$ cat config.mk
export PLATFORM = sky130hd
export DESIGN_NAME = scmc_top
export DESIGN_NICKNAME = d
export VERILOG_FILES = /design/src/hw/scmc_tick_div.v /design/src/hw/scmc_src_switch.v /design/src/hw/scmc_top.v
export VERILOG_INCLUDE_DIRS = /design/src /design/src/hw
export SDC_FILE = /design/constraint.sdc
export NUM_CORES = 1
export LEC_CHECK = 0
export ABC_AREA = 1
export BUFFER_PORTS_ARGS = -buffer_cell sky130_fd_sc_hd__buf_2
export CORE_MARGIN = 10
export CORE_UTILIZATION = 50
export CTS_BUF_LIST = sky130_fd_sc_hd__clkbuf_2
export DETAILED_ROUTE_END_ITERATION = 6
export GPL_ROUTABILITY_DRIVEN = 1
export PLACE_DENSITY = 0.79
export SKIP_LAST_GASP = 1
export SLEW_MARGIN = 40
export SYNTH_ARGS = -nofsm -noshare
export SYNTH_HDL_FRONTEND = slang
export SYNTH_SLANG_ARGS = --single-unit
$ cat constraint.sdc
create_clock -name hclk -period 1.9 [get_ports hclk]
set_input_delay 0.285 -clock hclk [delete_from_list [all_inputs] [get_ports hclk]]
set_output_delay 0.285 -clock hclk [all_outputs]
set_load 0.01 [all_outputs]
$ cat src/hw/scmc_defs.vh
// Constants shared by the system clock mode control block.
//
// Notes on behaviour
// RULE1: Wait-mode gate bit set stops the peripheral clock during wait mode.
// RULE2: Crystal stop halts oscillation only in on-chip modes; external clock still passes.
// RULE3: Divide-by-8 bit overrides; else field gives none, /2, /4, /16.
// RULE4: Entering stop mode forces the divide-by-8 bit to one.
// RULE5: All-clock-stop enters stop mode; feedback resistor off by bit or stop.
// RULE6: Crystal pin select, once written one, ignores zero until reset.
// RULE7: Low-speed oscillator off allowed only with crystal system clock, else held zero.
// RULE8: Wait bit stops CPU clock; oscillators keep running, peripherals too unless the wait-mode gate bit is set.
// RULE9: Interrupt ends wait mode and clears the wait bit.
// RULE10: Wake no-division bit at wait entry clears divide-by-8 and field.
// RULE11: Wake clock field picks clock after wait or stop; 00 keeps previous.
// RULE12: Wake code 10 selects on-chip, enables and selects high-speed oscillator.
// RULE13: Wake code 11 clears crystal stop, sets pin select, selects crystal.
// RULE14: Crystal-stopped flag is valid only with detection enabled, else zero.
// RULE15: Detected crystal stop with both enables set forces on-chip clock.
// RULE16: While crystal-stopped flag is one, writing zero to clock select ignored.
// RULE17: Software clears detection bits before stop or on-chip mode.
// RULE18: High-speed enable turns oscillator on; on-chip select picks low or high.
// RULE19: Software changes on-chip select only with both oscillators running.
// RULE20: Divide-by-128 clock source is low-speed at zero, high-speed at one.
// RULE21: Clock registers accept writes only while the unlock bit is one.
// RULE22: Read-only byte holds factory 32 MHz correction data.
// RULE23: Crystal oscillator is stopped during and after reset until enabled.
// RULE24: Source and divider changes never shorten a CPU clock period.
`ifndef SCMC_DEFS_VH
`define SCMC_DEFS_VH

// ----------------------------------------------------------------------
// Register indices (byte address is four times the index)
// ----------------------------------------------------------------------
`define SCMC_IDX_CTRL_A     8'h06
`define SCMC_IDX_CTRL_B     8'h07
`define SCMC_IDX_LPM        8'h09
`define SCMC_IDX_UNLOCK     8'h0A
`define SCMC_IDX_STOPDET    8'h0C
`define SCMC_IDX_TRIM32     8'h15
`define SCMC_IDX_HSCTRL     8'h23
`define SCMC_IDX_FTRIM      8'h24

// ----------------------------------------------------------------------
// Reset values and writable masks
// ----------------------------------------------------------------------
`define SCMC_RST_CTRL_A     8'h28
`define SCMC_RST_CTRL_B     8'h20
`define SCMC_RST_LPM        8'h00
`define SCMC_RST_STOPDET    8'h04
`define SCMC_RST_HSCTRL     8'h00
`define SCMC_MSK_LPM        8'hF9
`define SCMC_MSK_STOPDET    8'hF7
`define SCMC_MSK_HSCTRL     8'h0F
`define SCMC_RST_TRIM       8'h80

// ----------------------------------------------------------------------
// Field positions
// ----------------------------------------------------------------------
`define SCMC_A_PGATE        2
`define SCMC_A_XSTOP        5
`define SCMC_A_DIV8         6
`define SCMC_B_ACS          0
`define SCMC_B_FBOFF        1
`define SCMC_B_PIN          3
`define SCMC_B_LSOFF        4
`define SCMC_B_DIVLO        6
`define SCMC_B_DIVHI        7
`define SCMC_C_WAIT         0
`define SCMC_C_NODIV        5
`define SCMC_C_WAKELO       6
`define SCMC_C_WAKEHI       7
`define SCMC_D_EN           0
`define SCMC_D_IRQ          1
`define SCMC_D_SYS          2
`define SCMC_D_FLAG         3
`define SCMC_F_HSEN         0
`define SCMC_F_OSEL         1
`define SCMC_F_S128         3
`define SCMC_U_UNLOCK       0

// ----------------------------------------------------------------------
// Codes and counts
// ----------------------------------------------------------------------
`define SCMC_WAKE_HSO       2'b10
`define SCMC_WAKE_XTAL      2'b11
`define SCMC_DIV_NONE       2'b00
`define SCMC_DIV_2          2'b01
`define SCMC_DIV_4          2'b10
`define SCMC_RAT_1          4'h0
`define SCMC_RAT_2          4'h1
`define SCMC_RAT_4          4'h3
`define SCMC_RAT_8          4'h7
`define SCMC_RAT_16         4'hF
`define SCMC_RAT_128        7'h7F
`define SCMC_SRC_XTAL       2'b00
`define SCMC_SRC_LSO        2'b01
`define SCMC_SRC_HSO        2'b10
`define SCMC_SWITCH_TMO     1024
`define SCMC_TMO_W          11

`endif

$ cat src/hw/scmc_tick_div.v
// Tick divider whose ratio is taken up only at the end of a period.
`timescale 1ns/1ps
module scmc_tick_div #(
   parameter CW = 4
) (
   // Clock and reset.
   input  wire          hclk,
   input  wire          hresetn,
   input  wire          ce,
   // Ticks in, ratio (count minus one) and ticks out.
   input  wire          tick_in,
   input  wire [CW-1:0] ratio,
   output wire          tick_out
);

   reg  [CW-1:0] cnt_q;
   reg  [CW-1:0] rat_q;
   wire          wrap;

   assign wrap     = tick_in && (cnt_q >= rat_q);
   assign tick_out = wrap;

   // A new ratio waits for the current period to finish.
   always @(posedge hclk or negedge hresetn) begin
      if (!hresetn) begin
         cnt_q <= {CW{1'b0}};
         rat_q <= {CW{1'b0}};
      end else if (ce && tick_in) begin
         if (wrap) begin
            cnt_q <= {CW{1'b0}};
            rat_q <= ratio; // [RULE24]
         end else begin
            cnt_q <= cnt_q + {{(CW-1){1'b0}}, 1'b1};
         end
      end
   end

endmodule // scmc_tick_div

$ cat src/hw/scmc_src_switch.v
// Glitch-free switch between three source tick streams.
`timescale 1ns/1ps
`include "scmc_defs.vh"
module scmc_src_switch #(
   parameter TMO = `SCMC_SWITCH_TMO
) (
   // Clock and reset.
   input  wire       hclk,
   input  wire       hresetn,
   input  wire       ce,
   // Requested source and source ticks.
   input  wire [1:0] sel,
   input  wire       xtal_tick,
   input  wire       lso_tick,
   input  wire       hso_tick,
   // Selected ticks.
   output wire       tick_out
);

   reg  [1:0]            cur_q;
   reg                   skip_q;
   reg  [`SCMC_TMO_W-1:0] tmo_q;
   reg                   t_cur;
   wire                  chg;
   wire                  tmo_hit;

   always @* begin
      case (cur_q)
         `SCMC_SRC_XTAL: t_cur = xtal_tick;
         `SCMC_SRC_LSO:  t_cur = lso_tick;
         `SCMC_SRC_HSO:  t_cur = hso_tick;
         default:        t_cur = 1'b0;
      endcase
   end

   assign chg      = (sel != cur_q);
   assign tmo_hit  = (tmo_q == TMO[`SCMC_TMO_W-1:0]);
   assign tick_out = t_cur && !skip_q;

   // The switch happens on the old source's edge; the first new tick is
   // dropped so no output period is shorter than a full new period. A dead
   // old source is abandoned after a timeout.
   always @(posedge hclk or negedge hresetn) begin
      if (!hresetn) begin
         cur_q  <= `SCMC_SRC_LSO;
         skip_q <= 1'b0;
         tmo_q  <= {`SCMC_TMO_W{1'b0}};
      end else if (ce) begin
         if (chg && (t_cur || tmo_hit)) begin
            cur_q  <= sel; // [RULE24]
            skip_q <= 1'b1;
            tmo_q  <= {`SCMC_TMO_W{1'b0}};
         end else begin
            if (skip_q && t_cur)
               skip_q <= 1'b0;
            if (chg)
               tmo_q <= tmo_q + {{(`SCMC_TMO_W-1){1'b0}}, 1'b1};
            else
               tmo_q <= {`SCMC_TMO_W{1'b0}};
         end
      end
   end

endmodule // scmc_src_switch

$ cat src/hw/scmc_top.v
// System clock mode control with its AHB-Lite register slave.
`timescale 1ns/1ps
`include "scmc_defs.vh"
module scmc_top #(
   parameter [7:0] TRIM32_VALUE = `SCMC_RST_TRIM,
   parameter [7:0] FTRIM_RESET  = `SCMC_RST_TRIM,
   parameter       SWITCH_TMO   = `SCMC_SWITCH_TMO
) (
   // Clock, reset and clock enable.
   input  wire        hclk,
   input  wire        hresetn,
   input  wire        ce,
   // AHB-Lite slave.
   input  wire        hsel,
   input  wire [31:0] haddr,
   input  wire [1:0]  htrans,
   input  wire        hwrite,
   input  wire [2:0]  hsize,
   input  wire [31:0] hwdata,
   input  wire        hready,
   output wire        hreadyout,
   output wire [31:0] hrdata,
   output wire        hresp,
   // Oscillator ticks, detector and wake request.
   input  wire        xtal_tick,
   input  wire        lowspeed_onchip_clk,
   input  wire        highspeed_onchip_clk,
   input  wire        xtal_stop_detect,
   input  wire        periph_irq,
   // Clock enables out.
   output wire        cpu_clk_en,
   output wire        periph_clk_en,
   output wire        onchip_div128_clk,
   // Oscillator and pin controls.
   output wire        xtal_osc_enable,
   output wire        xtal_buf_enable,
   output wire        feedback_res_en,
   output wire        xtal_pin_select,
   output wire        lsosc_enable,
   output wire        hsosc_enable,
   output wire        wait_mode,
   output wire        stop_mode
);

   // -------------------------------------------------------------------
   // Register state
   // -------------------------------------------------------------------
   reg  [7:0]  a_q, a_d;
   reg  [7:0]  b_q, b_d;
   reg  [7:0]  c_q, c_d;
   reg  [7:0]  d_q, d_d;
   reg  [7:0]  f_q, f_d;
   reg  [7:0]  t_q, t_d;
   reg         u_q, u_d;
   reg         busy_q;
   reg         wr_q;
   reg         ok_q;
   reg  [7:0]  idx_q;
   reg         rdy_q;
   reg  [7:0]  rd_q;
   reg         cpu_q;
   reg         per_q;
   reg         d128_q;
   reg         xosc_q;
   reg         xbuf_q;
   reg         fb_q;
   reg         ls_q;
   reg         hs_q;
   wire        take;
   wire        wr;
   wire [7:0]  wd;
   wire        wr_lock;
   wire        wait_in;
   wire        stop_in;
   wire        wake;
   wire [1:0]  src;
   wire        src_tick;
   wire        div_tick;
   wire        d128_tick;
   wire        d128_src;
   reg  [7:0]  rd_d;

   // -------------------------------------------------------------------
   // Divider ratio from the division bits
   // -------------------------------------------------------------------
   function [3:0] div_ratio;
      input       div8;
      input [1:0] field;
      begin
         if (div8)
            div_ratio = `SCMC_RAT_8; // [RULE3]
         else
            case (field)
               `SCMC_DIV_NONE: div_ratio = `SCMC_RAT_1;
               `SCMC_DIV_2:    div_ratio = `SCMC_RAT_2;
               `SCMC_DIV_4:    div_ratio = `SCMC_RAT_4;
               default:        div_ratio = `SCMC_RAT_16;
            endcase
      end
   endfunction

   // -------------------------------------------------------------------
   // Bus slave: one wait state, then the access completes
   // -------------------------------------------------------------------
   assign take    = hsel && htrans[1] && hready;
   assign wr      = busy_q && wr_q && ok_q;
   assign wd      = hwdata[7:0];
   assign wr_lock = wr && u_q; // [RULE21]

   always @(posedge hclk or negedge hresetn) begin
      if (!hresetn) begin
         busy_q <= 1'b0;
         wr_q   <= 1'b0;
         ok_q   <= 1'b0;
         idx_q  <= 8'h00;
         rdy_q  <= 1'b1;
         rd_q   <= 8'h00;
      end else if (ce) begin
         if (busy_q) begin
            busy_q <= 1'b0;
            rdy_q  <= 1'b1;
            rd_q   <= (!wr_q && ok_q) ? rd_d : 8'h00;
         end else if (take) begin
            busy_q <= 1'b1;
            rdy_q  <= 1'b0;
            wr_q   <= hwrite;
            ok_q   <= (haddr[31:10] == 22'h000000) && (haddr[1:0] == 2'b00);
            idx_q  <= haddr[9:2];
         end
      end
   end

   always @* begin
      case (idx_q)
         `SCMC_IDX_CTRL_A:  rd_d = a_q;
         `SCMC_IDX_CTRL_B:  rd_d = b_q;
         `SCMC_IDX_LPM:     rd_d = c_q;
         `SCMC_IDX_UNLOCK:  rd_d = {7'h00, u_q};
         `SCMC_IDX_STOPDET: rd_d = d_q;
         `SCMC_IDX_TRIM32:  rd_d = TRIM32_VALUE; // [RULE22]
         `SCMC_IDX_HSCTRL:  rd_d = f_q;
         `SCMC_IDX_FTRIM:   rd_d = t_q;
         default:           rd_d = 8'h00;
      endcase
   end

   // -------------------------------------------------------------------
   // Mode entry and exit
   // -------------------------------------------------------------------
   assign wait_in = wr_lock && (idx_q == `SCMC_IDX_LPM) &&
                    wd[`SCMC_C_WAIT] && !c_q[`SCMC_C_WAIT];
   assign stop_in = wr_lock && (idx_q == `SCMC_IDX_CTRL_B) &&
                    wd[`SCMC_B_ACS] && !b_q[`SCMC_B_ACS];
   assign wake    = periph_irq && (c_q[`SCMC_C_WAIT] || b_q[`SCMC_B_ACS]);

   // -------------------------------------------------------------------
   // Next register values; hardware updates follow software writes
   // -------------------------------------------------------------------
   always @* begin
      a_d = a_q;
      b_d = b_q;
      c_d = c_q;
      d_d = d_q;
      f_d = f_q;
      t_d = t_q;
      u_d = u_q;
      if (wr && (idx_q == `SCMC_IDX_UNLOCK))
         u_d = wd[`SCMC_U_UNLOCK];
      if (wr_lock) begin
         case (idx_q)
            `SCMC_IDX_CTRL_A: a_d = wd;
            `SCMC_IDX_CTRL_B: begin
               b_d = wd;
               b_d[`SCMC_B_PIN] = b_q[`SCMC_B_PIN] | wd[`SCMC_B_PIN]; // [RULE6]
            end
            `SCMC_IDX_LPM: c_d = wd & `SCMC_MSK_LPM;
            `SCMC_IDX_STOPDET: begin
               d_d = (wd & `SCMC_MSK_STOPDET) | (d_q & ~`SCMC_MSK_STOPDET);
               if (d_q[`SCMC_D_FLAG])
                  d_d[`SCMC_D_SYS] = 1'b1; // [RULE16]
            end
            `SCMC_IDX_HSCTRL: f_d = wd & `SCMC_MSK_HSCTRL;
            `SCMC_IDX_FTRIM:  t_d = wd;
            default: ;
         endcase
      end
      if (wait_in && c_d[`SCMC_C_NODIV]) begin
         a_d[`SCMC_A_DIV8]  = 1'b0; // [RULE10]
         b_d[`SCMC_B_DIVLO] = 1'b0;
         b_d[`SCMC_B_DIVHI] = 1'b0;
      end
      if (stop_in)
         a_d[`SCMC_A_DIV8] = 1'b1; // [RULE4]
      if (wake) begin
         c_d[`SCMC_C_WAIT] = 1'b0; // [RULE9]
         b_d[`SCMC_B_ACS]  = 1'b0;
         case (c_q[`SCMC_C_WAKEHI:`SCMC_C_WAKELO]) // [RULE11]
            `SCMC_WAKE_HSO: begin
               d_d[`SCMC_D_SYS]  = 1'b1; // [RULE12]
               f_d[`SCMC_F_HSEN] = 1'b1;
               f_d[`SCMC_F_OSEL] = 1'b1;
            end
            `SCMC_WAKE_XTAL: begin
               a_d[`SCMC_A_XSTOP] = 1'b0; // [RULE13]
               b_d[`SCMC_B_PIN]   = 1'b1;
               d_d[`SCMC_D_SYS]   = 1'b0;
            end
            default: ;
         endcase
      end
      if (xtal_stop_detect && d_q[`SCMC_D_EN] && d_q[`SCMC_D_IRQ])
         d_d[`SCMC_D_SYS] = 1'b1; // [RULE15]
      if (d_d[`SCMC_D_SYS])
         b_d[`SCMC_B_LSOFF] = 1'b0; // [RULE7]
      d_d[`SCMC_D_FLAG] = d_d[`SCMC_D_EN] && xtal_stop_detect; // [RULE14]
   end

   always @(posedge hclk or negedge hresetn) begin
      if (!hresetn) begin
         a_q <= `SCMC_RST_CTRL_A; // [RULE23]
         b_q <= `SCMC_RST_CTRL_B;
         c_q <= `SCMC_RST_LPM;
         d_q <= `SCMC_RST_STOPDET;
         f_q <= `SCMC_RST_HSCTRL;
         t_q <= FTRIM_RESET;
         u_q <= 1'b0;
      end else if (ce) begin
         a_q <= a_d;
         b_q <= b_d;
         c_q <= c_d;
         d_q <= d_d;
         f_q <= f_d;
         t_q <= t_d;
         u_q <= u_d;
      end
   end

   // -------------------------------------------------------------------
   // Clock path
   // -------------------------------------------------------------------
   assign src = !d_q[`SCMC_D_SYS] ? `SCMC_SRC_XTAL :
                (f_q[`SCMC_F_OSEL] ? `SCMC_SRC_HSO : `SCMC_SRC_LSO); // [RULE18]
   assign d128_src = f_q[`SCMC_F_S128] ? highspeed_onchip_clk
                                       : lowspeed_onchip_clk; // [RULE20]

   scmc_src_switch #(
      .TMO (SWITCH_TMO)
   ) u_switch (
      .hclk      (hclk),
      .hresetn   (hresetn),
      .ce        (ce),
      .sel       (src),
      .xtal_tick (xtal_tick),
      .lso_tick  (lowspeed_onchip_clk),
      .hso_tick  (highspeed_onchip_clk),
      .tick_out  (src_tick)
   );

   scmc_tick_div #(
      .CW (4)
   ) u_cpu_div (
      .hclk     (hclk),
      .hresetn  (hresetn),
      .ce       (ce),
      .tick_in  (src_tick),
      .ratio    (div_ratio(a_q[`SCMC_A_DIV8],
                           b_q[`SCMC_B_DIVHI:`SCMC_B_DIVLO])),
      .tick_out (div_tick)
   );

   scmc_tick_div #(
      .CW (7)
   ) u_div128 (
      .hclk     (hclk),
      .hresetn  (hresetn),
      .ce       (ce),
      .tick_in  (d128_src),
      .ratio    (`SCMC_RAT_128),
      .tick_out (d128_tick)
   );

   // -------------------------------------------------------------------
   // Registered outputs
   // -------------------------------------------------------------------
   always @(posedge hclk or negedge hresetn) begin
      if (!hresetn) begin
         cpu_q  <= 1'b0;
         per_q  <= 1'b0;
         d128_q <= 1'b0;
         xosc_q <= 1'b0;
         xbuf_q <= 1'b0;
         fb_q   <= 1'b0;
         ls_q   <= 1'b1;
         hs_q   <= 1'b0;
      end else if (ce) begin
         cpu_q  <= div_tick && !c_q[`SCMC_C_WAIT] &&
                   !b_q[`SCMC_B_ACS]; // [RULE8]
         per_q  <= src_tick && !b_q[`SCMC_B_ACS] &&
                   !(c_q[`SCMC_C_WAIT] && a_q[`SCMC_A_PGATE]); // [RULE1]
         d128_q <= d128_tick && !b_q[`SCMC_B_ACS];
         xosc_q <= b_q[`SCMC_B_PIN] && !b_q[`SCMC_B_ACS] &&
                   !(a_q[`SCMC_A_XSTOP] && d_q[`SCMC_D_SYS]); // [RULE2]
         xbuf_q <= b_q[`SCMC_B_PIN] && !b_q[`SCMC_B_ACS] &&
                   !a_q[`SCMC_A_XSTOP];
         fb_q   <= !b_q[`SCMC_B_FBOFF] && !b_q[`SCMC_B_ACS]; // [RULE5]
         ls_q   <= !b_q[`SCMC_B_LSOFF] && !b_q[`SCMC_B_ACS];
         hs_q   <= f_q[`SCMC_F_HSEN] && !b_q[`SCMC_B_ACS]; // [RULE18]
      end
   end

   assign hreadyout         = rdy_q;
   assign hrdata            = {24'h000000, rd_q};
   assign hresp             = 1'b0;
   assign cpu_clk_en        = cpu_q;
   assign periph_clk_en     = per_q;
   assign onchip_div128_clk = d128_q;
   assign xtal_osc_enable   = xosc_q;
   assign xtal_buf_enable   = xbuf_q;
   assign feedback_res_en   = fb_q;
   assign xtal_pin_select   = b_q[`SCMC_B_PIN];
   assign lsosc_enable      = ls_q;
   assign hsosc_enable      = hs_q;
   assign wait_mode         = c_q[`SCMC_C_WAIT];
   assign stop_mode         = b_q[`SCMC_B_ACS];

endmodule // scmc_top

# Yosys cells after proc, flatten, opt, wreduce, memory -nomap -nowiden
# Index checks and enable logic that the tools add are counted.
# totals
reg_bits	101
latchBits	0
ram_bits	0
romBits	0
input_bits	80
wordCells	190
memories	0
# classes
n_addsub	3
multipliers	0
div_mod_pow	0
order_cmp	2
n_eq_ne	16
shift	0
muxes	44
bitwise	3
n_reduce_logical	84
# ops
cell	count
8-bit case mux with 8 select lines	1
1-bit logical AND	39
3-bit AND reduction	12
8-bit by 4-bit == test with 1-bit output (second input constant)	3
8-bit two-way mux	3
22-bit logical NOT	1
11-bit two-way mux	2
7-bit two-way mux	3
1-bit two-way mux	19
2-bit nonzero test	9
8-bit by 3-bit == test with 1-bit output (second input constant)	2
8-bit by 6-bit == test with 1-bit output (second input constant)	2
2-bit two-way mux	7
2-bit AND reduction	7
6-bit two-way mux	2
4-bit case mux with 3 select lines	1
11-bit by 1-bit adder with 11-bit output (second input constant)	1
11-bit == test (second input constant)	1
1-bit logical NOT	9
2-bit == test (second input constant)	4
8-bit by 5-bit == test with 1-bit output (second input constant)	1
4-bit two-way mux	2
8-bit by 4-bit bitwise OR with 8-bit output	1
7-bit by 1-bit adder with 7-bit output (second input constant)	1
other kinds (13)	19

# Logic depth before layout (Yosys ltp)
# Gate-level depths: netlist of run 1.
# depth
ltp_word	9
depth_mapped	11
mapped_depth_nobuf	11

# By module
# From an unflattened synthesis of run 1, not the netlist that was laid out.
# unflattened
hier_cells	779
area_unflattened_um2	6264.8
# modules_own_cells
mod	n_inst	cells_per_inst	area_per_inst_um2	seq_area_each_um2
scmc_top	1	480	3853.7	1785.5
scmc_src_switch	1	124	1011.0	351.6
scmc_tick_div (u_div128)	1	112	872.1	350.3
scmc_tick_div (u_cpu_div)	1	63	528.0	200.2

# Worst setup path before layout of run 1
# OpenSTA, ideal clock, no wires.
# synth_timing
path_type	reg-to-reg
from	reg u_div128.rat_q[0] (netlist name)
to	reg u_div128.cnt_q[4]
setup_ns	0.071
arrival_time_ns	1.362
required_time_ns	1.829
slack_ns	0.467
path_stages_with_launch	9
synth_period_minus_slack_ns	1.433
cell_sequence	dfrtp_1 > inv_1 > ha_1 > a21o_1 > nor2_1 > nand3_1 > nand2_1 > inv_1 > nor2_1
# synth_between
elab_chain_cells	3
# synth_lines
item	line	text
7-bit greater-or-equal comparator	scmc_tick_div.v:20	assign wrap = tick_in && (cnt_q >= rat_q);
1-bit logical AND	scmc_tick_div.v:20	
7-bit two-way mux	scmc_tick_div.v:29	if (wrap) begin
to (signal assigned)	scmc_tick_div.v:26	cnt_q <= {CW{1'b0}};
to (signal assigned)	scmc_tick_div.v:30	cnt_q <= {CW{1'b0}};
to (signal assigned)	scmc_tick_div.v:33	cnt_q <= cnt_q + {{(CW-1){1'b0}}, 1'b1};
to (decl)	scmc_tick_div.v:16	reg [CW-1:0] cnt_q;
# Every way passes these cells.
# A chain may end at the register's enable or synchronous reset.

# Worst setup path in the final report of run 1
# layout_timing
from	in haddr[16]
to	reg ok_q
# layout_between
elab_chain_cells	2
# layout_lines
item	line	text
from (decl)	scmc_top.v:15	input wire [31:0] haddr,
22-bit logical NOT	scmc_top.v:127	ok_q <= (haddr[31:10] == 22'h000000) && (haddr[1:0] == 2'b00);
1-bit logical AND	scmc_top.v:127	
to (signal assigned)	scmc_top.v:127	
to (decl)	scmc_top.v:57	reg ok_q;
# Every way passes these cells.

==> flow_metrics.py, run 1 <==
metrics = {
    "outcome": {
        "status": "complete, but fails checks",
        "violations": "setup timing",
    },
    "timing": {
        "slew_headroom_pct": 65.7,
        "hold_viol_final": 0,
        "fmax_ghz": 0.526,
        "fin_crit_sh_pct": 100,
        "setup_viol": 1,
        "setup_slack_ns": -0.000931,
        "finalCriticalPeriod_ns": 1.90,
        "hold_ws_ns": 0.0399,
        "maxSlewViolCount": 0,
        "fin_setup_tns_ns": -0.000931,
        "skew_ns": 0.0177,
        "tightestPinTransition_ns": 0.513,
    },
    "placed_design": {
        "placedCellCount": 925,
        "place_area_um2": 6110,
        "globalplace.congestion": 0.933,
        "port_buffers": 71,
        "dpl.hpwl_mm": 10.4,
        "dp_slack_ns": 0.276,
    },
    "finish": {
        "n_antenna_cell": 0,
        "fin_cells": 965,
        "final_area_um2": 6480,
        "final_core_util_pct": 59.0,
        "drive_above_1_share_pct": 18.7,
        "nNetsFinal": 915,
        "final_cell_mix": "179 x nand2_1, 93 x dfrtp_1, 73 x nand3_1, 71 x inv_1, 70 x buf_2",
        "mostFrequentLayoutCell": "nand2_1",
        "syn_to_final_growth_pct": 14.3,
    },
    "drt": {
        "drc": 0,
        "postRouteAntennaNets": 0,
        "wire_per_inst_um": 14.5,
        "dr.pass1.iters": 5,
        "dr.first_iter.drc_count": 405,
        "wirelength_mm": 14.0,
        "avgViaCountPerCell": 5.07,
        "num_vias": 4897,
    },
    "clock_network": {
        "cts-root-buf": "clkbuf_2",
        "clock_sinks": 101,
        "clk_pin_slew_ns": 0.29,
        "cts_tree": "built",
        "numCtsBuffers": 9,
        "worstSkewPairLatency_ns": 0.61,
        "cts_buffer_depth": 2,
        "htreeDepth": 3,
    },
    "setup_path": {
        "r2r-start": "busy_q$_DFFE_PN0P_",
        "crit_family": "buffers and inverters",
        "rr_worst_depth": 5,
        "crit_slowest_cell": "dlygate4sd3_1",
        "start_kind": "input pin",
        "cp_cell_sequence": "dlygate4sd3_1 -> buf_2 -> nor4_4 -> dlygate4sd3_1 -> nand3_1 -> dlygate4sd3_1 -> o22ai_2",
        "worstSetupPathType": "input pin to register",
        "crit_buf_inv": 4,
        "required_ns": 2.46,
        "reg2reg_to": "ok_q$_DFFE_PN0P_",
        "cp_max_fo": 1,
        "crit_cells": 7,
        "crit_path_end_kind": "register",
        "cpMostUsedCell": "dlygate4sd3_1",
        "reg2reg_slack_ns": 0.12,
        "worst_ep_arrival_time_ns": 2.46,
        "cp_slowest_stage_delay_ns": 0.59,
    },
    "global_routing": {
        "grt_pass1_wl_mm": 23.2,
        "grt_max_degree": 44,
        "use_met1_pct": 21.6,
        "grt-busiest-layer": "met2",
        "grt_overflow": 0,
        "antenna_found_initial": 0,
        "grt_use_met3_pct": 5.00,
        "use_met2_pct": 28.9,
        "grt_usage_pct": 17.4,
        "grt_pass1_vias": 4849,
    },
    "power_and_ir_drop": {
        "p_leak_nw": 3.34,
        "power_mw": 5.13,
        "ir_drop_uv": 671,
        "p_per_area_nw_per_um2": 792,
    },
    "logic_synthesis": {
        "yosysSeqAreaShare_pct": 44.8,
        "synth_edf_count": 0,
        "synth_cells": 719,
        "netlist_area_um2": 5660,
        "yosysWarnings": 0,
        "avgSynthCellArea_um2": 7.88,
        "async_flop_share_pct": 100,
        "ys_ff_latch": 101,
        "yosys_most_used_dff": "dfrtp_1",
        "ys_types": 40,
    },
    "die": {
        "row_count": 38,
        "fp.dieW_um": 126,
        "start_util_pct": 51.6,
        "core_area_um2": 11000,
        "dieArea_um2": 16000,
        "num_io_pins": 125,
        "fp.dieH_um": 126,
    },
    "job": {
        "maxCapViolations": 0,
    },
    "hold_path": {
        "hold_class": "input pin to asynchronous set/reset pin",
    },
}
-- worst max path at each step --
stage,from,endpoint,slack [ns]
2_1_floorplan,u_div128.rat_q[0]$_DFFE_PN0P_,u_div128.cnt_q[4]$_DFFE_PN0P_,0.47
3_3_place_gp,idx_q[7]$_DFFE_PN0P_,a_q[5]$_DFFE_PN1P_,0.29
3_5_place_dp,idx_q[7]$_DFFE_PN0P_,c_q[4]$_DFFE_PN0P_,0.28
4_1_cts,haddr[1],ok_q$_DFFE_PN0P_,0.03
5_1_grt,haddr[16],ok_q$_DFFE_PN0P_,-0.04
6_report,haddr[16],ok_q$_DFFE_PN0P_,-0.0009
-- synthesized netlist by cell type (2+ instances only) --
cell type / instances / area, µm²
buf_2: 6 / 30.0
o21ai_0: 41 / 205
dfstp_2: 8 / 210
xor2_1: 12 / 105
nor2_1: 68 / 255
nand3_2: 3 / 30.0
nand3b_1: 3 / 22.5
nand4_1: 14 / 87.6
clkbuf_1: 3 / 11.3
o21ai_2: 4 / 35.0
inv_1: 72 / 270
a21o_1: 3 / 22.5
buf_6: 2 / 22.5
mux2_2: 2 / 22.5
nor2_2: 6 / 37.5
nor2_4: 8 / 90.1
nor3b_1: 2 / 15.0
o21ai_1: 19 / 95.1
nand2_1: 179 / 672
buf_4: 27 / 203
ha_1: 15 / 188
o22ai_1: 2 / 12.5
xnor2_1: 3 / 26.3
o211ai_1: 2 / 15.0
nor3_1: 5 / 25.0
a21oi_1: 11 / 55.1
nand2_2: 10 / 62.6
nand3_1: 73 / 365
nor4_1: 4 / 25.0
dfrtp_1: 93 / 2330
inv_2: 10 / 37.5
-- what timing repair did --
item,CTS,global route
hold endpoints to repair,135,0
gates resized for setup,0,5
buffers inserted,0,0
hold buffers,25,0
endpoints found under the setup margin,0,2
-- cells by family (layout without fill, tap and decap cells) --
logic type	count (synthesis)	count (layout)	synth area share, %
other cells	1	25	0.0662
buf+inv	121	203	10.2
xor+xnor	15	15	2.32
compound gates	84	84	8.02
simple gates	380	380	30.9
flops	101	101	44.8
fa+ha+maj	15	15	3.31
mux	2	2	0.398
-- flip-flops by register name, indices dropped and copies added, names as in the netlist, 2 cells and up --
signal           count
idx_q                8
f_q                  4
u_div128.cnt_q       7
u_cpu_div.cnt_q      4
d_q                  8
b_q                  8
c_q                  6
rd_q                 8
a_q                  8
u_cpu_div.rat_q      4
u_switch.cur_q       2
t_q                  8
u_switch.tmo_q      11
-- cell type report --
| class | count | area, µm² |
|---|---|---|
| Fill cell | 997 | 4510 |
| Clock buffer | 9 | 45.0 |
| Inverter | 83 | 312 |
| Clock inverter | 7 | 57.6 |
| Multi-Input combinational cell | 521 | 2670 |
| Timing Repair Buffer | 104 | 678 |
| Tap cell | 140 | 175 |
| Sequential cell | 101 | 2540 |
-- per-layer routing --
metal	vias up	routed length, µm
met1	2261	6100
met3	15	917
met4	0	150
met5	-	0
li1	2473	-
met2	148	6840
-- where the power goes --
part	internal [mW]	switching, mW
clock	0.197	0.789
sequential	2.46	0.254
combinational	0.531	0.902
Note: power is estimated with default switching activity, not from simulation.
==> inputs of run 2 (changes only) <==
==> constraint.sdc (replaced) <==
create_clock -name hclk -period 1.9 [get_ports hclk]
set_input_delay 0.19 -clock hclk [delete_from_list [all_inputs] [get_ports hclk]]
set_output_delay 0.19 -clock hclk [all_outputs]
set_load 0.01 [all_outputs]
==> flow_metrics.py, run 2 (same netlist as run 1, synthesis figures left out) <==
metrics = {
    "setup_path": {
        "reg2reg_slack_ns": 0.13,
        "worst_ep_arrival_time_ns": 2.42,
        "required_ns": 2.42,
        "rr_worst_depth": 5,
        "crit_family": "buffers and inverters",
        "cp_slowest_stage_delay_ns": 0.58,
        "crit_start": "haddr[27]",
        "start_kind": "input pin",
        "reg2reg_to": "ok_q$_DFFE_PN0P_",
        "worstSetupPathType": "input pin to register",
        "crit_path_end_kind": "register",
        "crit_slowest_cell": "dlygate4sd3_1",
        "crit_buf_inv": 4,
        "cp_max_fo": 1,
        "r2r-start": "busy_q$_DFFE_PN0P_",
        "cpMostUsedCell": "dlygate4sd3_1",
        "cp_cell_sequence": "dlygate4sd3_1 -> buf_2 -> nor4_1 -> dlygate4sd3_1 -> nand3b_1 -> dlygate4sd3_1 -> o22ai_1",
    },
    "power_and_ir_drop": {
        "seq_power_share_pct": 52.3,
        "p_int_mw": 3.31,
        "pwr-share-comb_pct": 27.6,
        "pwr-share-clk_pct": 20.1,
        "ir_drop_uv": 474,
        "switchingPower_mw": 1.90,
        "swShare_pct": 36.5,
        "p_per_area_nw_per_um2": 800,
        "p_leak_nw": 3.36,
    },
    "clock_network": {
        "clock_sinks": 101,
        "htreeDepth": 3,
        "cts_tree": "built",
        "numCtsBuffers": 9,
        "worstSkewPairLatency_ns": 0.59,
        "postCtsSetupBuffers": 0,
        "cts_buffer_depth": 2,
        "cts-root-buf": "clkbuf_2",
        "clk_pin_slew_ns": 0.26,
    },
    "drt": {
        "dr.pass1.iters": 5,
        "avgViaCountPerCell": 5.21,
        "wirelength_mm": 14.0,
        "dr.first_iter.drc_count": 364,
        "num_vias": 5038,
        "postRouteAntennaNets": 0,
        "wire_per_inst_um": 14.5,
        "drc": 0,
    },
    "global_routing": {
        "grt_pass1_wl_mm": 23.9,
        "grt_max_degree": 39,
        "grt_usage_pct": 17.7,
        "antenna_found_initial": 0,
        "grt_pass1_vias": 5046,
        "grt_overflow": 0,
    },
    "timing": {
        "fmax_ghz": 0.525,
        "rsz0062_at_grt": "yes",
        "hold_viol_final": 0,
        "fin_crit_sh_pct": 100,
        "finalCriticalPeriod_ns": 1.90,
        "setup_slack_ns": -0.00417,
        "setup_viol": 1,
        "maxSlewViolCount": 0,
        "fin_setup_tns_ns": -0.00417,
        "skew_ns": 0.0613,
    },
    "finish": {
        "n_antenna_cell": 0,
        "largest_reg_flops": 11,
        "final_area_um2": 6500,
        "nNetsFinal": 917,
        "final_core_util_pct": 59.2,
        "fin_cells": 967,
        "final_cell_mix": "179 x nand2_1, 93 x dfrtp_1, 73 x nand3_1, 71 x inv_1, 69 x buf_2",
        "drive_above_1_share_pct": 18.4,
        "mostFrequentLayoutCell": "nand2_1",
        "syn_to_final_growth_pct": 14.8,
        "max_flop_register": "u_switch.tmo_q",
    },
    "hold_path": {
        "min_to": "u_div128.cnt_q[1]$_DFFE_PN0P_",
        "hp-start": "lowspeed_onchip_clk",
        "hold_class": "input pin to register",
        "hold_depth": 6,
    },
    "die": {
        "fp.dieH_um": 126,
        "row_count": 38,
        "start_util_pct": 51.6,
        "dieArea_um2": 16000,
        "num_io_pins": 125,
        "core_area_um2": 11000,
        "fp.dieW_um": 126,
    },
    "outcome": {
        "violations": "setup timing",
        "status": "complete, but fails checks",
    },
    "placed_design": {
        "placedCellCount": 924,
        "dpl.hpwl_mm": 10.7,
        "globalplace.congestion": 0.949,
        "port_buffers": 71,
        "place_area_um2": 6110,
    },
    "job": {
        "maxCapViolations": 0,
    },
}
run 2: cell count changes in the layout (fill, tap and decap cells not counted), sizes merged:
cell / before / now
bufinv: 0 / 1
inv: 86 / 83
buf: 80 / 78
clkbuf: 9 / 12
clkinv: 3 / 2
clkinvlp: 1 / 2
dlygate4sd3: 24 / 27
run 2: per-stage QoR:
stage / total power [mW] / worst slack (ns) / hold WS (ns)
2_1_floorplan: 3.74 / 0.467 / -0.106
6_report: 5.20 / -0.00417 / 0.0655
4_1_cts: 5.22 / 0.0295 / 0.00162
3_3_place_gp: 4.10 / 0.291 / 0.123
5_1_grt: 5.59 / -0.00642 / 0.0788
3_5_place_dp: 4.16 / 0.267 / 0.127
run 2: how the worst max path moves through the flow:
stage	end	slack [ns]	cells past startpoint
floorplan	u_div128.cnt_q[4]$_DFFE_PN0P_	0.47	8
global placement	a_q[5]$_DFFE_PN1P_	0.29	6
detailed placement	a_q[5]$_DFFE_PN1P_	0.27	6
CTS	ok_q$_DFFE_PN0P_	0.03	8
global route	ok_q$_DFFE_PN0P_	-0.006	7
finish	ok_q$_DFFE_PN0P_	-0.004	7
run 2: worst register-to-register path: cells and delay by family (launching register included):
family / cells / cell delay (ns)
compound gates: 1 / 0.15
buf+inv: 2 / 0.82
flops: 1 / 0.49
simple gates: 2 / 0.30
run 2: power by group through the flow:
| stage | sequential [mW] | clock (mW) | combinational (mW) |
|---|---|---|---|
| after floorplan | 2.71 | 0 | 1.03 |
| after global placement | 2.74 | 0 | 1.35 |
| after detailed placement | 2.76 | 0 | 1.40 |
| after CTS | 2.72 | 1.06 | 1.44 |
| after global routing | 2.77 | 1.15 | 1.68 |
| final | 2.72 | 1.05 | 1.44 |
run 2: per-layer routing:
layer | share of wire, % | global-route usage [%]
met1 | 42 | 21.6
met2 | 48 | 29.8
met3 | 7.5 | 4.71
met4 | 1.8 | 5.16
met5 | 0 | 0
run 2: cell type report:
| cell class | instances | area (µm²) |
|---|---|---|
| clock inverter | 5 | 58.8 |
| timing repair buffer | 106 | 716 |
| fill | 1027 | 4480 |
| inverter | 83 | 312 |
| tap | 140 | 175 |
| multi-input combinational | 521 | 2650 |
| sequential | 101 | 2540 |
| clock buffer | 11 | 55.1 |
run 2: timing repair:
action | in CTS | in global routing
hold buffers | 27 | 1
endpoints found under the setup margin | 0 | 2
resized for setup | 0 | 3
hold endpoints to repair | 139 | 20
==> inputs of run 3 (changes only) <==
--- a/config.mk
+++ b/config.mk
@@ -13,8 +13,7 @@
 export CTS_BUF_LIST = sky130_fd_sc_hd__clkbuf_2
 export DETAILED_ROUTE_END_ITERATION = 6
 export GPL_ROUTABILITY_DRIVEN = 1
-export PLACE_DENSITY = 0.79
-export SKIP_LAST_GASP = 1
+export PLACE_DENSITY = 0.82
 export SLEW_MARGIN = 40
 export SYNTH_ARGS = -nofsm -noshare
 export SYNTH_HDL_FRONTEND = slang
==> flow_metrics.py, run 3 (same netlist as run 1, synthesis figures left out) <==
metrics = {
    "clock_network": {
        "cts-root-buf": "clkbuf_2",
        "clk_pin_slew_ns": 0.29,
        "cts_tree": "built",
        "cts_buffer_depth": 2,
        "numCtsBuffers": 9,
        "worstSkewPairLatency_ns": 0.60,
        "clock_sinks": 101,
        "postCtsSetupBuffers": 0,
        "htreeDepth": 3,
    },
    "power_and_ir_drop": {
        "p_leak_nw": 3.36,
        "pwr-share-clk_pct": 18.7,
        "p_int_mw": 3.18,
        "power_mw": 5.11,
        "ir_drop_uv": 509,
        "switchingPower_mw": 1.93,
        "swShare_pct": 37.7,
        "seq_power_share_pct": 53.3,
        "p_per_area_nw_per_um2": 787,
        "pwr-share-comb_pct": 28.1,
    },
    "hold_path": {
        "hp-start": "hready",
        "hold_class": "input pin to register",
    },
    "finish": {
        "drive_above_1_share_pct": 18.2,
        "nFillCells": 988,
        "final_area_um2": 6500,
        "final_core_util_pct": 59.2,
        "syn_to_final_growth_pct": 14.7,
        "largest_reg_flops": 11,
        "fin_cells": 969,
        "n_antenna_cell": 0,
        "nNetsFinal": 919,
        "max_flop_register": "u_switch.tmo_q",
        "final_cell_mix": "179 x nand2_1, 93 x dfrtp_1, 73 x nand3_1, 72 x inv_1, 70 x buf_2",
        "mostFrequentLayoutCell": "nand2_1",
    },
    "drt": {
        "dr.pass1.iters": 5,
        "avgViaCountPerCell": 5.09,
        "num_vias": 4935,
        "wire_per_inst_um": 14.0,
        "drc": 0,
        "dr.first_iter.drc_count": 365,
        "wirelength_mm": 13.6,
        "postRouteAntennaNets": 0,
    },
    "timing": {
        "fmax_ghz": 0.557,
        "fin_setup_tns_ns": 0,
        "maxSlewViolCount": 0,
        "skew_ns": 0.0484,
        "setup_viol": 0,
        "finalCriticalPeriod_ns": 1.80,
        "rsz0062_at_grt": "no",
        "tightestPinTransition_ns": 0.563,
        "slew_headroom_pct": 62.3,
        "hold_viol_final": 0,
        "fin_crit_sh_pct": 94.5,
    },
    "setup_path": {
        "crit_start": "haddr[16]",
        "required_ns": 2.45,
        "r2r-start": "busy_q$_DFFE_PN0P_",
        "worst_ep_arrival_time_ns": 2.35,
        "start_kind": "input pin",
        "worstSetupPathType": "input pin to register",
        "cp_max_fo": 1,
        "crit_path_end_kind": "register",
    },
    "die": {
        "core_area_um2": 11000,
        "fp.dieW_um": 126,
        "row_count": 38,
        "dieArea_um2": 16000,
        "start_util_pct": 51.6,
        "fp.dieH_um": 126,
        "num_io_pins": 125,
    },
    "global_routing": {
        "grt_pass1_wl_mm": 23.3,
        "grt_max_degree": 102,
        "grt_pass1_vias": 4927,
        "grt_overflow": 0,
        "grt_usage_pct": 17.2,
        "antenna_found_initial": 0,
    },
    "outcome": {
        "status": "finished clean",
    },
    "placed_design": {
        "globalplace.congestion": 0.941,
        "placedCellCount": 924,
        "port_buffers": 71,
        "place_area_um2": 6100,
        "dpl.hpwl_mm": 10.1,
    },
    "job": {
        "maxCapViolations": 0,
    },
}
[run 3: area by class of cell]
class | count | area, µm² | area share, %
Clock buffer | 10 | 50.0 | 0.770
Tap cell | 140 | 175 | 2.70
Multi-Input combinational cell | 521 | 2660 | 40.9
Inverter | 83 | 312 | 4.79
Sequential cell | 101 | 2540 | 39.1
Timing Repair Buffer | 108 | 721 | 11.1
Clock inverter | 6 | 46.3 | 0.712
[run 3: power by group through the flow]
stage / registers (mW) / clock network (mW) / logic, mW
2_1_floorplan: 2.71 / 0 / 1.03
3_3_place_gp: 2.75 / 0 / 1.35
3_5_place_dp: 2.76 / 0 / 1.40
4_1_cts: 2.72 / 0.966 / 1.45
5_1_grt: 2.77 / 1.06 / 1.66
6_report: 2.72 / 0.954 / 1.44
[run 3: worst paths after layout]
check | to | slack, ns | cells after the start
max in group asynchronous | d_q[0]$_DFFE_PN0P_ | 1.29 | 3
worst max-delay path | ok_q$_DFFE_PN0P_ | 0.10 | 7
worst min-delay path | idx_q[4]$_DFFE_PN0P_ | 0.04 | 4
min in group asynchronous | u_switch.tmo_q[2]$_DFFE_PN0P_ | 0.14 | 3
worst max register to register | ok_q$_DFFE_PN0P_ | 0.15 | 4
worst min register to register | t_q[7]$_DFFE_PN1P_ | 0.50 | 2
[run 3: critical path: stages]
cell and delay, ns:
dlygate4sd3_1 0.56, buf_2 0.12, nor4_1 0.14, dlygate4sd3_1 0.58
nand3_1 0.05, dlygate4sd3_1 0.58, o22ai_1 0.12
[run 3: metrics by stage]
| step | setup WS [ns] | hold WS (ns) |
|---|---|---|
| CTS | 0.0231 | 0.0309 |
| finish | 0.104 | 0.0400 |
| floorplan | 0.467 | -0.106 |
| detailed placement | 0.244 | 0.297 |
| global route | 0.00549 | 0.0465 |
| global placement | 0.280 | 0.299 |
[run 3: routing by layer]
metal / wire length, µm / share of wire, % / vias up / GRT usage (%)
li1: - / - / 2476 / -
met1: 6040 / 44 / 2272 / 21.8
met2: 6410 / 47 / 157 / 27.8
met3: 834 / 6.1 / 30 / 4.41
met4: 301 / 2.2 / 0 / 6.10
met5: 0 / 0 / - / 0
[run 3: what timing repair did]
action | in CTS | in global routing
endpoints found under the setup margin | 0 | 2
hold buffers | 29 | 0
gates resized for setup | 0 | 2
hold endpoints to repair | 146 | 0
